`config.mk`:
```
export PLATFORM = sky130hd
export DESIGN_NAME = mode_control_reg
export DESIGN_NICKNAME = d
export VERILOG_FILES = /design/src/sbc_mode_pkg.sv /design/src/mode_control_reg.sv
export SDC_FILE = /design/constraint.sdc
export NUM_CORES = 1
export LEC_CHECK = 0
export BUFFER_PORTS_ARGS = -buffer_cell sky130_fd_sc_hd__buf_2
export CORE_AREA = 3 3 95 97
export CTS_CLUSTER_SIZE = 40
export DETAILED_ROUTE_END_ITERATION = 10
export DIE_AREA = 0 0 98 100
export GPL_TIMING_DRIVEN = 0
export HOLD_SLACK_MARGIN = 0.03
export PLACE_DENSITY_LB_ADDON = 0.1
export SETUP_SLACK_MARGIN = 0.4
export SLEW_MARGIN = 10
export SYNTH_ARGS = -nofsm -noshare
export SYNTH_HDL_FRONTEND = slang
export SYNTH_SLANG_ARGS = --single-unit
```
`constraint.sdc`:
```
create_clock -name core_clk_in -period 2.2 [get_ports core_clk_in]
set_input_delay 0.22 -clock core_clk_in [delete_from_list [all_inputs] [get_ports core_clk_in]]
set_output_delay 0.22 -clock core_clk_in [all_outputs]
set_load 0.02 [all_outputs]
```
`src/sbc_mode_pkg.sv`:
```
// constants for the mode control register of the system basis chip
// shared by the register block and its verification; no logic here
package sbc_mode_pkg;
	// frame layout of the 16-bit serial word
	localparam int FRAME_BITS = 16;
	localparam logic [2:0] REG_ADDR = 3'h1;
	localparam int ADDR_MSB = 15;
	localparam int ADDR_LSB = 13;
	localparam int LOCK_POS = 12;
	localparam int MODE_MSB = 11;
	localparam int MODE_LSB = 10;
	localparam int WARN_POS = 9;
	localparam int FALLBACK_POS = 8;
	localparam int ENABLE_POS = 7;
	localparam int BIAS_POS = 5;
	localparam int SHARE_POS = 4;
	// power-on values
	localparam logic [1:0] MODE_RESET = 2'h0;
	localparam logic WARN_RESET = 1'h1;
	localparam logic FALLBACK_RESET = 1'h0;
	localparam logic ENABLE_RESET = 1'h0;
	localparam logic BIAS_RESET = 1'h0;
	localparam logic SHARE_RESET = 1'h0;
	// operating mode encodings
	localparam logic [1:0] MODE_STANDBY = 2'h0;
	localparam logic [1:0] MODE_SLEEP = 2'h1;
	localparam logic [1:0] MODE_NORMAL_SUPPLY_OFF = 2'h2;
	localparam logic [1:0] MODE_NORMAL_SUPPLY_ON = 2'h3;
	// external transistor thresholds in mA, per share select value
	localparam int SHARE0_ON_MA = 85;
	localparam int SHARE0_OFF_MA = 50;
	localparam int SHARE1_ON_MA = 50;
	localparam int SHARE1_OFF_MA = 15;
	// wake sampling timing
	localparam int CLK_PERIOD_NS = 10;
	localparam int SAMPLE_SHORT_MS = 16;
	localparam int SAMPLE_LONG_MS = 64;
	localparam int CYCLES_PER_MS = 1000000 / CLK_PERIOD_NS;
endpackage

```
`src/mode_control_reg.sv`:
```
// mode control register reached over a 16-bit serial frame, with pin drivers
// assumes the serial pins are asynchronous and that system_reset_in comes from core_clk_in logic
//
// Functional notes
// - frame lock bit set means read only; writes to control fields are dropped.
// - mode field 00 standby, 01 sleep, 10 normal supply off, 11 normal on.
// - armed fallback warning makes the next system reset activate the fallback output.
// - every reset forces the fallback warning bit to one.
// - fallback drive bit zero floats the fallback pin, one drives it low.
// - reset sets fallback drive only if the warning bit was one before.
// - enable pin low when control is zero; high only in normal mode otherwise.
// - bias bit floats or lows the bias pin, or picks 16/64 ms sampling.
// - share bit picks transistor thresholds 85/50 mA or 50/15 mA.
// - per-input sample select syncs that wake input to bias rate, else continuous.
`timescale 1ns/1ns
module mode_control_reg #(
	parameter int CYCLES_PER_MS = sbc_mode_pkg::CYCLES_PER_MS
) (
	input  wire logic       core_clk_in,
	input  wire logic       reset_in,
	input  wire logic       system_reset_in,
	input  wire logic       spi_sck_in,
	input  wire logic       spi_sdi_in,
	input  wire logic       spi_cs_n_in,
	input  wire logic [1:0] wake_sample_select_in,
	output logic            spi_sdo_out,
	output logic            spi_sdo_oe_out,
	output logic [1:0]      operating_mode_select_out,
	output logic            normal_mode_out,
	output logic            transceiver_supply_on_out,
	output logic            fallback_out,
	output logic            fallback_oe_out,
	output logic            enable_pin_out,
	output logic            wake_bias_pin_out,
	output logic            wake_bias_pin_oe_out,
	output logic [1:0]      wake_sample_strobe_out,
	output logic            power_share_select_out,
	output logic [7:0]      share_on_ma_out,
	output logic [7:0]      share_off_ma_out
);
	localparam int MS_W = $clog2(CYCLES_PER_MS + 1);
	localparam logic [MS_W-1:0] MS_LAST = MS_W'(CYCLES_PER_MS - 1);
	localparam logic [6:0] SHORT_LAST = 7'(sbc_mode_pkg::SAMPLE_SHORT_MS - 1);
	localparam logic [6:0] LONG_LAST = 7'(sbc_mode_pkg::SAMPLE_LONG_MS - 1);

	// register fields
	logic [1:0] operating_mode_select;
	logic       fallback_warning_arm;
	logic       fallback_output_drive;
	logic       enable_pin_control;
	logic       wake_bias_rate_select;
	logic       power_share_select;

	// serial front end
	logic [2:0]  sck_sync;
	logic [1:0]  sdi_sync;
	logic [2:0]  cs_sync;
	logic [15:0] shift_in;
	logic [15:0] shift_out;
	logic [4:0]  bit_count;
	logic        sdo;

	// wake sampling timebase
	logic [MS_W-1:0] ms_count;
	logic [6:0]      period_count;
	logic            period_tick;

	wire        sck_rise = sck_sync[1] & ~sck_sync[2];
	wire        sck_fall = ~sck_sync[1] & sck_sync[2];
	wire        selected = ~cs_sync[1];
	wire        cs_fall = ~cs_sync[1] & cs_sync[2];
	wire        cs_rise = cs_sync[1] & ~cs_sync[2];
	wire        frame_full = bit_count == 5'(sbc_mode_pkg::FRAME_BITS);
	wire        addr_hit = shift_in[sbc_mode_pkg::ADDR_MSB:sbc_mode_pkg::ADDR_LSB] == sbc_mode_pkg::REG_ADDR;
	wire        write_ok = cs_rise & frame_full & addr_hit & ~shift_in[sbc_mode_pkg::LOCK_POS];
	wire        ms_tick = ms_count == MS_LAST;
	wire [6:0]  period_last = wake_bias_rate_select ? LONG_LAST : SHORT_LAST;
	wire        sampling_on = |wake_sample_select_in;

	// readback word: address constant, lock and reserved bits zero
	wire [15:0] read_word = {sbc_mode_pkg::REG_ADDR, 1'b0, operating_mode_select, fallback_warning_arm,
		fallback_output_drive, enable_pin_control, 1'b0, wake_bias_rate_select, power_share_select,
		4'h0};

	// two flops on sdi, three on sck and cs; only the second and later stages are read
	always_ff @(posedge core_clk_in or posedge reset_in)
	begin
		if (reset_in)
		begin
			sck_sync <= 3'h0;
			sdi_sync <= 2'h0;
			cs_sync <= 3'h7;
		end
		else
		begin
			sck_sync <= {sck_sync[1:0], spi_sck_in};
			sdi_sync <= {sdi_sync[0], spi_sdi_in};
			cs_sync <= {cs_sync[1:0], spi_cs_n_in};
		end
	end

	// shift in on rising clock, shift out on falling clock, msb first
	always_ff @(posedge core_clk_in or posedge reset_in)
	begin
		if (reset_in)
		begin
			shift_in <= 16'h0;
			shift_out <= 16'h0;
			bit_count <= 5'h0;
			sdo <= 1'b0;
		end
		else if (cs_fall)
		begin
			bit_count <= 5'h0;
			shift_out <= {read_word[14:0], 1'b0};
			sdo <= read_word[15];
		end
		else if (selected)
		begin
			if (sck_rise)
			begin
				shift_in <= {shift_in[14:0], sdi_sync[1]};
				// saturate at 31 so an over-long frame never looks complete
				bit_count <= (&bit_count) ? bit_count : bit_count + 5'h1;
			end
			if (sck_fall)
			begin
				sdo <= shift_out[15];
				shift_out <= {shift_out[14:0], 1'b0};
			end
		end
	end

	// field storage; a system reset beats a write landing in the same cycle
	always_ff @(posedge core_clk_in or posedge reset_in)
	begin
		if (reset_in)
		begin
			operating_mode_select <= sbc_mode_pkg::MODE_RESET;
			fallback_warning_arm <= sbc_mode_pkg::WARN_RESET;
			fallback_output_drive <= sbc_mode_pkg::FALLBACK_RESET;
			enable_pin_control <= sbc_mode_pkg::ENABLE_RESET;
			wake_bias_rate_select <= sbc_mode_pkg::BIAS_RESET;
			power_share_select <= sbc_mode_pkg::SHARE_RESET;
		end
		else if (system_reset_in)
		begin
			fallback_warning_arm <= 1'b1;
			if (fallback_warning_arm)
				fallback_output_drive <= 1'b1;
		end
		else if (write_ok)
		begin
			operating_mode_select <= shift_in[sbc_mode_pkg::MODE_MSB:sbc_mode_pkg::MODE_LSB];
			fallback_warning_arm <= shift_in[sbc_mode_pkg::WARN_POS];
			fallback_output_drive <= shift_in[sbc_mode_pkg::FALLBACK_POS];
			enable_pin_control <= shift_in[sbc_mode_pkg::ENABLE_POS];
			wake_bias_rate_select <= shift_in[sbc_mode_pkg::BIAS_POS];
			power_share_select <= shift_in[sbc_mode_pkg::SHARE_POS];
		end
	end

	// ms divider then period counter; a rate change does not restart the count
	always_ff @(posedge core_clk_in or posedge reset_in)
	begin
		if (reset_in)
		begin
			ms_count <= '0;
			period_count <= 7'h0;
			period_tick <= 1'b0;
		end
		else
		begin
			ms_count <= ms_tick ? '0 : ms_count + MS_W'(1);
			period_tick <= ms_tick & (period_count >= period_last);
			if (ms_tick)
				period_count <= (period_count >= period_last) ? 7'h0 : period_count + 7'h1;
		end
	end

	// pin and decode outputs
	assign spi_sdo_out = sdo;
	assign spi_sdo_oe_out = selected;
	assign operating_mode_select_out = operating_mode_select;
	assign normal_mode_out = operating_mode_select[1];
	assign transceiver_supply_on_out = operating_mode_select == sbc_mode_pkg::MODE_NORMAL_SUPPLY_ON;
	assign fallback_out = 1'b0;
	assign fallback_oe_out = fallback_output_drive;
	assign enable_pin_out = enable_pin_control & operating_mode_select[1];
	assign wake_bias_pin_out = 1'b0;
	// while sampling the pin is held low; bias pulse shaping is left to the analogue side
	assign wake_bias_pin_oe_out = sampling_on | wake_bias_rate_select;
	assign power_share_select_out = power_share_select;
	assign share_on_ma_out = power_share_select ? 8'(sbc_mode_pkg::SHARE1_ON_MA)
		: 8'(sbc_mode_pkg::SHARE0_ON_MA);
	assign share_off_ma_out = power_share_select ? 8'(sbc_mode_pkg::SHARE1_OFF_MA)
		: 8'(sbc_mode_pkg::SHARE0_OFF_MA);

	// per-input strobe: gated by period tick or always on
	genvar gi;
	generate
		for (gi = 0; gi < 2; gi++)
		begin : g_wake
			assign wake_sample_strobe_out[gi] = wake_sample_select_in[gi] ? period_tick : 1'b1;
		end
	endgenerate

	// assertions
	lock_drops_write_a: assert property (@(posedge core_clk_in) disable iff (reset_in)
		cs_rise & frame_full & addr_hit & shift_in[sbc_mode_pkg::LOCK_POS] & ~system_reset_in
		|=> $stable(read_word)) else $error("locked frame changed register");
	mode_write_a: assert property (@(posedge core_clk_in) disable iff (reset_in)
		write_ok & ~system_reset_in |=>
		operating_mode_select == $past(shift_in[sbc_mode_pkg::MODE_MSB:sbc_mode_pkg::MODE_LSB])) else
		$error("mode field not written");
	supply_decode_a: assert property (@(posedge core_clk_in) disable iff (reset_in)
		transceiver_supply_on_out |-> normal_mode_out && operating_mode_select[0]) else
		$error("supply on outside normal mode");
	warn_forced_a: assert property (@(posedge core_clk_in) disable iff (reset_in)
		system_reset_in |=> fallback_warning_arm) else $error("warning not forced on reset");
	fallback_arm_a: assert property (@(posedge core_clk_in) disable iff (reset_in)
		system_reset_in && fallback_warning_arm |=> fallback_oe_out) else
		$error("armed reset did not drive fallback");
	fallback_keep_a: assert property (@(posedge core_clk_in) disable iff (reset_in)
		system_reset_in && !fallback_warning_arm |=> fallback_oe_out == $past(fallback_oe_out)) else
		$error("unarmed reset changed fallback");
	enable_pin_a: assert property (@(posedge core_clk_in) disable iff (reset_in)
		enable_pin_out |-> enable_pin_control && operating_mode_select[1]) else
		$error("enable pin high without cause");
	bias_float_a: assert property (@(posedge core_clk_in) disable iff (reset_in)
		!sampling_on && !wake_bias_rate_select |-> !wake_bias_pin_oe_out) else
		$error("bias pin driven while floating");
	share_sel_a: assert property (@(posedge core_clk_in) disable iff (reset_in)
		share_on_ma_out == (power_share_select ? 8'h32 : 8'h55) &&
		share_off_ma_out == (power_share_select ? 8'h0f : 8'h32)) else
		$error("share thresholds wrong");
	strobe_cont_a: assert property (@(posedge core_clk_in) disable iff (reset_in)
		!wake_sample_select_in[0] |-> wake_sample_strobe_out[0]) else
		$error("continuous sampling strobe low");
	addr_field_a: assert property (@(posedge core_clk_in) disable iff (reset_in)
		read_word[15:12] == 4'h2 && read_word[6] == 1'b0 && read_word[3:0] == 4'h0) else
		$error("fixed readback bits wrong");
endmodule

```
== Yosys cells after proc, flatten, opt, wreduce, memory -nomap -nowiden ==
Index checks and enable logic that the tools add are counted.

* Input bits: 8
* Output and inout bits: 30
* Logic and storage cells: 76
* Register bits: 78

* Multiplexer cells: 22
* Bitwise operators: 17
* $lt $le $gt $ge: 1
* Equal/unequal tests: 7
* Reductions and logical operators: 10
* Add/subtract/negate cells: 3

{| class="wikitable"
|+ Operators by type and width
! cell !! count
|-
| two-way mux 16 bit || 3
|-
| two-way mux 5 bit || 4
|-
| adder 17 x 1 -> 17 bit, second input constant || 1
|-
| equality test 17 bit, second input constant || 1
|-
| two-way mux 17 bit || 1
|-
| two-way mux 7 bit || 2
|-
| two-way mux 6 bit || 2
|-
| two-way mux 1 bit || 10
|-
| AND 1 bit || 9
|-
| adder 7 x 1 -> 7 bit, second input constant || 1
|-
| >= comparator 7 x 6 -> 1 bit || 1
|-
| inverter 1 bit || 7
|-
| AND reduction 2 bit || 3
|-
| AND reduction 3 bit || 2
|-
| nonzero test 2 bit || 3
|-
| adder 5 x 1 -> 5 bit, second input constant || 1
|-
| equality test 5 bit, second input constant || 1
|-
| AND reduction 5 bit || 1
|-
| inequality test 2 x 1 -> 1 bit, second input constant || 2
|-
| equality test 3 x 1 -> 1 bit, second input constant || 1
|-
| equality test 2 bit, second input constant || 1
|-
| inequality test 2 bit, second input constant || 1
|-
| OR reduction 2 bit || 1
|-
| bitwise OR 1 bit || 1
|}

== Depth between registers and ports, before layout ==
Gate-level depths: netlist of the first run.

* Depth after elaboration: 7
* Gate-level depth with buffers: 7
* Gate-level depth less buffers: 7

== Worst setup path before layout of the first run ==
No wires, ideal clock.

* Path kind: reg-to-reg
* Start point: register bit_count[0]
* End point: register bit_count[3]
* Required time: 2.077 ns
* Period minus slack after synthesis: 1.942 ns
* Data arrival time: 1.819 ns
* Library setup time: 0.123 ns
* Path slack: 0.258 ns
* Stages on the path, launching flop included: 8
* Cell sequence: dfrtp_1 -> ha_1 -> and3_1 -> ha_1 -> nor4b_2 -> nand4_1 -> xor2_1 -> nor2_1

* Longest elaborated chain between the ends: 5

{| class="wikitable"
|+ RTL lines
! what !! line !! RTL
|-
| from (decl) || mode_control_reg.sv:60 || <nowiki>logic [4:0] bit_count;</nowiki>
|-
| from (signal assigned) || mode_control_reg.sv:124 || <nowiki>bit_count <= (&bit_count) ? bit_count : bit_count + 5'h1;</nowiki>
|-
| adder 5 x 1 -> 5 bit || mode_control_reg.sv:124 ||
|-
| two-way mux 5 bit || mode_control_reg.sv:124 ||
|-
| two-way mux 5 bit || mode_control_reg.sv:120 || <nowiki>if (sck_rise)</nowiki>
|-
| two-way mux 5 bit || mode_control_reg.sv:118 || <nowiki>else if (selected)</nowiki>
|-
| two-way mux 5 bit || mode_control_reg.sv:112 || <nowiki>else if (cs_fall)</nowiki>
|}

Several ways; a longest one is shown, not always the timed one. The select of a mux whose other input is x is not followed.
A chain may end at the register's enable or synchronous reset.

== Worst setup path in the final report of the first run ==
Ends and elaborated chain as after synthesis.

==> qor.csv, run 1 <==
metric,value,unit
rsz0062_at_grt,yes,
arrival,2050,ps
grt-busiest-layer,met2,
drt-total-wl,6720,µm
dp.cells,436,
synthTopCellsByArea,"dfrtp_1, mux2_2, buf_4, dfstp_2, ha_1",
port_buffers,29,
place_hpwl,4580,µm
start_util,41.3,%
area_growth,25.3,%
crit_fanout,4,
avgSynthCellArea,11.5,µm²
p_per_area,614,mW/mm²
layout_worst_path_cycle_share,80.9,%
synthCells,294,
hold_viol,0,
worst-path-buf-inv,0,
numCtsBuffers,9,
diodes,0,
vias_per_cell,4.95,
max_clock_freq,0.562,GHz
cap_violations,0,
slowest_stage,dfrtp_1,
crit_family,simple AND/OR/NAND/NOR gates,
antenna_found_initial,0,
stdcell_count,475,
min_period,1780,ps
dr.pass1.iters,4,
ant_nets,0,
leakage,0.00202,µW
timing.hold.ws,111,ps
synth_top_area_cell,dfrtp_1,
use_met3,3.82,%
cts_tree,yes,
path_cells,ha_2 -> and3_4 -> ha_4 -> nor4b_4 -> nand4_1 -> xor2_1 -> nor2_1,
final_cell_area,0.00425,mm²
grt_pass1_vias,2307,
drive_gt1_share,36.5,%
dieArea,0.00980,mm²
grt_pass1_wl,11400,µm
die_y,100,µm
finalMaxSlewViolations,0,
fp.dieW,98,µm
placed_area,0.00376,mm²
rows,33,
nets,380,
cts_root_buf,clkbuf_8,
setup_violations,0,
drtIter0Drc,27,
clk_pin_slew,70,ps
ys_seq_area_share,54.0,%
crit_type,reg -> reg,
num_vias,2351,
clockBufferDepth,2,
final_common_cell,dfrtp_1,
end_kind,flop,
drc_errors,0,
use_met2,22.1,%
synth.cell_area,0.00339,mm²
max_stage_delay,410,ps
cp-start-kind,flop,
hold_path.class,in -> reg,
grt_usage,14.6,%
core,0.00822,mm²
grt_max_degree,36,
ys_ff_latch,73,
grt_util_met1,20.2,%
htreeDepth,3,
yosysTopAreaCellShare,50.9,%
skew,9.10,ps
routedWlPerCell,14.1,µm
layout_common_cells,"dfrtp_1, buf_4, buf_2",
grt-ovfl-total,0,
crit_required,2470,ps
clk_latency,340,ps
numClockSinks,73,
io_pins,38,
ys_warn_count,0,
gp_congestion,0.733,
outcome,"complete, no violations",
yosysUniqueCellTypes,48,
final_core_util,51.7,%
ir_drop,0.359,mV
setup_tns,0,ps
-- flip-flops by register name, indices dropped and copies added (netlist names), 2 cells and up --
| name | flops |
|---|---|
| shift_out | 11 |
| operating_mode_select_out | 2 |
| sdi_sync | 2 |
| bit_count | 5 |
| shift_in | 16 |
| cs_sync | 3 |
| period_count | 7 |
| ms_count | 17 |
| sck_sync | 3 |
-- final cells by class --
| class | count | area (µm²) |
|---|---|---|
| fillers | 749 | 3970 |
| flip-flops and latches | 73 | 1840 |
| plain buffers | 26 | 185 |
| well taps | 105 | 131 |
| repair buffers | 54 | 375 |
| multi-input cells | 191 | 1510 |
| clock buffers | 16 | 170 |
| inverters | 10 | 41.3 |
-- timing repair --
| action | 4_1_cts | 5_1_grt |
|---|---|---|
| buffers inserted | 11 | 8 |
| pin swaps | 6 | 12 |
| hold buffers | 4 | 0 |
| setup endpoints to repair | 41 | 31 |
| endpoints found under the hold margin | 21 | 0 |
| resized for setup | 10 | 25 |
-- cells in the mapped netlist, drive strengths merged --
| cell | number |
|---|---|
| o22a | 1 |
| xnor2 | 10 |
| o22ai | 2 |
| nand3 | 7 |
| a21oi | 6 |
| and2 | 4 |
| dfrtp | 69 |
| nor3 | 3 |
| o21bai | 2 |
| a22o | 4 |
| nand3b | 2 |
| xor2 | 6 |
| or4b | 2 |
| nand4 | 8 |
| ha | 7 |
| and4 | 3 |
| clkbuf | 4 |
| nor4b | 5 |
| a41oi | 1 |
| inv | 10 |
| o21ai | 14 |
| a22oi | 1 |
| nor2b | 6 |
| dfstp | 4 |
| a21o | 2 |
| mux2i | 8 |
| nand4b | 1 |
| or3 | 3 |
| nand2b | 4 |
| a31oi | 1 |
| nor4bb | 3 |
| o2bb2ai | 1 |
| nand2 | 17 |
| a211oi | 1 |
| and3 | 2 |
| conb | 2 |
| and4b | 1 |
| mux2 | 20 |
| nor2 | 20 |
| nor4 | 5 |
| buf | 22 |
-- per-stage QoR --
stage	setup slack [ps]	power [µW]
finish	420	2610
detailed placement	135	1700
global route	276	2750
floorplan	403	1640
global placement	168	1690
CTS	401	2650
-- final timing paths --
check	from	to	slack, ps	cells after the start
setup reg to reg	bit_count[0]	bit_count[3]	420	7
hold / removal	system_reset_in	fallback_warning_arm	110	2
min in group asynchronous	reset_in	ms_count[2]	440	3
max in group asynchronous	reset_in	cs_sync[1]	970	5
hold reg to reg	sdi_sync[0]	sdi_sync[1]	350	0
setup / recovery	bit_count[0]	bit_count[3]	420	7
-- cell families (layout without fill, tap and decap cells) --
group / count (synthesis) / after routing / share of synthesized area (%)
flops: 73 / 73 / 54.0
buf+inv: 36 / 106 / 6.12
other cells: 2 / 8 / 0.221
xor+xnor: 16 / 16 / 4.13
compound gates: 36 / 36 / 6.75
fa+ha+maj: 7 / 7 / 2.58
simple gates: 96 / 96 / 17.2
mux: 28 / 28 / 9.00
-- power breakdown --
| group | internal (µW) | total (µW) | leakage [µW] | switching, µW |
|---|---|---|---|---|
| clock network | 475 | 911 | 0.0000850 | 436 |
| registers | 1420 | 1470 | 0.000935 | 45.9 |
| logic | 115 | 232 | 0.00100 | 117 |
-- layer usage --
layer | routed length (µm) | vias up | share of wire [%]
li1 | - | 1153 | -
met1 | 3280 | 1153 | 49
met2 | 3130 | 35 | 47
met3 | 201 | 10 | 3.0
met4 | 102 | 0 | 1.5
met5 | 0 | - | 0
No activity file was read; power rests on OpenSTA's default activity.
==> inputs of run 2 (changes only) <==
==> constraint.sdc (replaced) <==
create_clock -name core_clk_in -period 1.44 [get_ports core_clk_in]
set_input_delay 0.144 -clock core_clk_in [delete_from_list [all_inputs] [get_ports core_clk_in]]
set_output_delay 0.144 -clock core_clk_in [all_outputs]
set_load 0.02 [all_outputs]
==> run 2 against run 1 <==
Net effect:
- the flow now finishes with violations (setup timing)
- maximum frequency is 1.6% lower
- global-route usage is 2.2 points higher
- sequential power is 53% higher
- sequential share of layout area is 9.1 points lower
- cell count is 11% higher
- count of clock-buffer cells in the layout is 5 lower
- hold slack worse by 19 ps
- non-clock buffer count is 51 higher
- critical path type unchanged
- die area stayed put
- design area is 27% higher
- flip-flop and latch count stayed put
==> qor.csv, run 2 (synthesis gave the netlist of run 1 again) <==
metric,value,unit
outcome,finished with violations,
violations,setup timing,
grt_pass1_wl,13100,µm
hold_path.class,in -> async,
min_period,1810,ps
grt_max_degree,34,
rows,33,
core,0.00822,mm²
ir_drop,0.637,mV
fin_total_pwr,4620,µW
ff2ff_path_depth,7,
ant_nets,0,
numClockSinks,73,
setup_violations,50,
switching_share,23.2,%
end_kind,flop,
htreeDepth,3,
pwr-share-comb,11.6,%
cp-start-kind,flop,
gp_congestion,0.744,
largest_registers,"ms_count: 17 flops, shift_in: 16 flops, shift_out: 11 flops",
dp_slack,-593,ps
cts_root_buf,clkbuf_8,
clockBufferDepth,2,
die_y,100,µm
drive_gt1_share,57.0,%
dr.pass1.iters,4,
num_vias,2575,
p_int,3550,µW
leakage,0.00253,µW
nFillCells,647,
drtIter0Drc,58,
layout_worst_path_cycle_share,126,%
grt_pass1_vias,2640,
clkPwrFrac,39.7,%
top_register,ms_count,
drc_errors,0,
numCtsBuffers,9,
clk_pin_slew,80,ps
fp.dieW,98,µm
hold_viol,0,
rsz0062_at_grt,yes,
skew,9.70,ps
crit_type,reg -> reg,
place_hpwl,4380,µm
final_common_cell,dfrtp_1,
diodes,0,
grt-ovfl-total,0,
arrival,2050,ps
max_clock_freq,0.553,GHz
routedWlPerCell,15.3,µm
netSwitchingPower,1070,µW
grt_usage,16.8,%
area_growth,58.9,%
dieArea,0.00980,mm²
slew_headroom,51.3,%
cts_tree,yes,
p_per_area,857,mW/mm²
crit_required,1680,ps
port_buffers,29,
vias_per_cell,4.90,
cap_violations,0,
fin_ws,-368,ps
layout_common_cells,"dfrtp_1, buf_6, buf_4",
largest_reg_flops,17,
nets,431,
worst_slew_pin_slew,731,ps
drt-total-wl,8040,µm
clk_latency,350,ps
io_pins,38,
crit_fanout,5,
antenna_found_initial,0,
p_seq_share,48.7,%
finalMaxSlewViolations,0,
start_util,41.3,%
run 2: path summary, 6_finish.rpt:
check | end | slack, ps | start
max in group asynchronous | cs_sync[2] | 530 | reset_in
worst min register to register | sdi_sync[1] | 350 | sdi_sync[0]
worst min-delay path | ms_count[14] | 90 | reset_in
worst max register to register | bit_count[4] | -370 | bit_count[0]
min in group core_clk_in | fallback_oe_out | 130 | system_reset_in
worst max-delay path | bit_count[4] | -370 | bit_count[0]
run 2: power by group through the flow:
stage	clock network, µW	logic, µW	registers, µW
floorplan	0	296	2270
global placement	0	353	2290
detailed placement	0	374	2290
CTS	1900	485	2250
global route	2000	586	2270
finish	1830	536	2250
run 2: timing repair:
action / 4_1_cts / 5_1_grt
setup buffers: 43 / 23
setup endpoints to repair: 85 / 87
cloned: 2 / 0
endpoints found under the hold margin: 19 / 0
pin swaps: 33 / 24
resized for setup: 114 / 47
hold buffers: 6 / 0
run 2: per-layer routing:
| layer | GRT usage [%] | vias to the layer above | share of wire, % |
|---|---|---|---|
| li1 | - | 1249 | - |
| met1 | 21.2 | 1287 | 43 |
| met2 | 28.2 | 31 | 53 |
| met3 | 4.52 | 8 | 2.6 |
| met4 | 5.11 | 0 | 1.2 |
| met5 | 0 | - | 0 |
run 2: final cells by class:
| class | count | area, µm² | area share [%] |
|---|---|---|---|
| tap | 105 | 131 | 2.44 |
| timing repair buffer | 105 | 1030 | 19.1 |
| multi-input combinational | 191 | 1830 | 33.9 |
| clock inverter | 5 | 77.6 | 1.44 |
| buffer | 26 | 277 | 5.13 |
| inverter | 10 | 55.1 | 1.02 |
| sequential | 73 | 1840 | 34.2 |
| clock buffer | 11 | 151 | 2.81 |
run 2: per-stage QoR:
step                      instances  setup TNS, ps  hold slack (ps)  cell area, µm²  utilization (%)
after global routing            526         -11910              123            5390             65.6
final                           526          -8470             91.3            5390             65.6
after global placement          434         -22690              250            3930             47.9
after floorplan                 300          -6760              148            3660                -
after detailed placement        436         -15530              163            3970             48.3
after CTS                       503          -7070              104            5050             61.5
run 2: critical path, cell delays in order (launching register included):
cell,delay (ps)
dfrtp_1,400
ha_2,200
and3_4,180
ha_4,160
nor4b_4,340
buf_4,180
mux2i_1,190
nor2_1,70
==> inputs of run 3 (changes only) <==
--- a/config.mk
+++ b/config.mk
@@ -5,11 +5,11 @@
 export SDC_FILE = /design/constraint.sdc
 export NUM_CORES = 1
 export LEC_CHECK = 0
-export BUFFER_PORTS_ARGS = -buffer_cell sky130_fd_sc_hd__buf_2
 export CORE_AREA = 3 3 95 97
 export CTS_CLUSTER_SIZE = 40
 export DETAILED_ROUTE_END_ITERATION = 10
 export DIE_AREA = 0 0 98 100
+export DONT_BUFFER_PORTS = 1
 export GPL_TIMING_DRIVEN = 0
 export HOLD_SLACK_MARGIN = 0.03
 export PLACE_DENSITY_LB_ADDON = 0.1
==> run 3 against run 2 <==
Net effect:
- the run still ends with setup timing left
- register-to-register slack got worse by 20 ps
- design area down 7.2%
- critical path depth increased by 1
- sequential power is essentially flat
- critical endpoint is now bit_count[1]
- highest routed layer unchanged
==> qor.csv, run 3 (synthesis gave the netlist of run 1 again) <==
metric,value,unit
clockBufferDepth,2,
area_growth,47.4,%
top_register,ms_count,
min_period,1830,ps
max_clock_freq,0.548,GHz
ant_nets,0,
largest_registers,"ms_count: 17 flops, shift_in: 16 flops, shift_out: 11 flops",
drive_gt1_share,51.7,%
grt_usage,15.8,%
grt_max_degree,36,
rows,33,
grt_pass1_wl,12400,µm
dr.pass1.iters,4,
grt_pass1_vias,2530,
crit_type,reg -> reg,
die_y,100,µm
cp-start-kind,flop,
layout_worst_path_cycle_share,127,%
nets,391,
drt-total-wl,7370,µm
ir_drop,0.409,mV
layout_common_cells,"dfrtp_1, buf_4, buf_6",
htreeDepth,3,
end_kind,flop,
largest_reg_flops,17,
p_per_area,910,mW/mm²
start_util,41.3,%
finalMaxSlewViolations,0,
crit_required,1680,ps
hold_viol,0,
skew,13.8,ps
nFillCells,669,
io_pins,38,
antenna_found_initial,0,
numClockSinks,73,
numCtsBuffers,9,
fin_ws,-386,ps
placed_area,0.00383,mm²
grt-ovfl-total,0,
arrival,2060,ps
clk_pin_slew,80,ps
drtIter0Drc,53,
gp_congestion,0.779,
cts_tree,yes,
core,0.00822,mm²
outcome,finished with violations,
rsz0062_at_grt,yes,
vias_per_cell,4.99,
final_cell_area,0.00500,mm²
num_vias,2425,
violations,setup timing,
drc_errors,0,
cts_root_buf,clkbuf_8,
diodes,0,
final_common_cell,dfrtp_1,
hold_path.class,in -> async,
clk_latency,350,ps
setup_violations,51,
fp.dieW,98,µm
crit_fanout,4,
routedWlPerCell,15.2,µm
fin_total_pwr,4550,µW
port_buffers,0,
dieArea,0.00980,mm²
place_hpwl,4350,µm
cap_violations,0,
final_core_util,60.9,%
leakage,0.00229,µW
## run 3: critical path, cell delays in order, from the launching register on
cell and delay, ps:
dfrtp_1 400, ha_2 180, and3_4 180, ha_4 160, nor4b_4 390, buf_4 210
nor2_1 50, a21oi_1 100, nor2_1 60
## run 3: report_power, final
| group | total (µW) | switching, µW | internal (µW) |
|---|---|---|---|
| Clock | 1760 | 743 | 1020 |
| Combinational | 531 | 224 | 307 |
| Sequential | 2260 | 83.5 | 2170 |
## run 3: cell type report
type | count | area, µm² | area share (%)
buffer | 26 | 292 | 5.83
clock buffer | 11 | 141 | 2.83
timing repair buffer | 65 | 636 | 12.7
inverter | 10 | 57.6 | 1.15
multi-input combinational | 191 | 1820 | 36.4
sequential | 73 | 1840 | 36.9
clock inverter | 5 | 78.8 | 1.58
tap | 105 | 131 | 2.63
## run 3: final timing paths
| path | startpoint | cells past startpoint | to | slack [ps] |
|---|---|---|---|---|
| max reg2reg | bit_count[0] | 8 | bit_count[1] | -390 |
| min in group core_clk_in | system_reset_in | 3 | enable_pin_control | 330 |
| min | reset_in | 2 | ms_count[16] | 220 |
| max in group asynchronous | reset_in | 4 | operating_mode_select_out[1] | 530 |
| min reg2reg | cs_sync[0] | 0 | cs_sync[1] | 350 |
| max | bit_count[0] | 8 | bit_count[1] | -390 |
## run 3: routing by layer
layer	track usage [%]	wire length (µm)
met5	0	0
met4	5.22	127
met1	19.3	3170
met3	4.79	199
met2	26.8	3870
## run 3: what timing repair did
item | 4_1_cts | 5_1_grt
endpoints found under the hold margin | 46 | 0
hold buffers | 5 | 0
resized for setup | 81 | 36
pin swaps | 32 | 22
gates cloned | 2 | 0
setup endpoints to repair | 81 | 82
buffers inserted | 42 | 14
## run 3: per-stage QoR
stage	hold slack, ps	TNS (ps)	setup slack (ps)	cells
final	215	-9180	-386	486
after global routing	215	-11910	-463	486
after CTS	196	-7360	-319	472
after detailed placement	-18.0	-15230	-565	407
after global placement	149	-15370	-573	405
after floorplan	148	-6760	-334	300
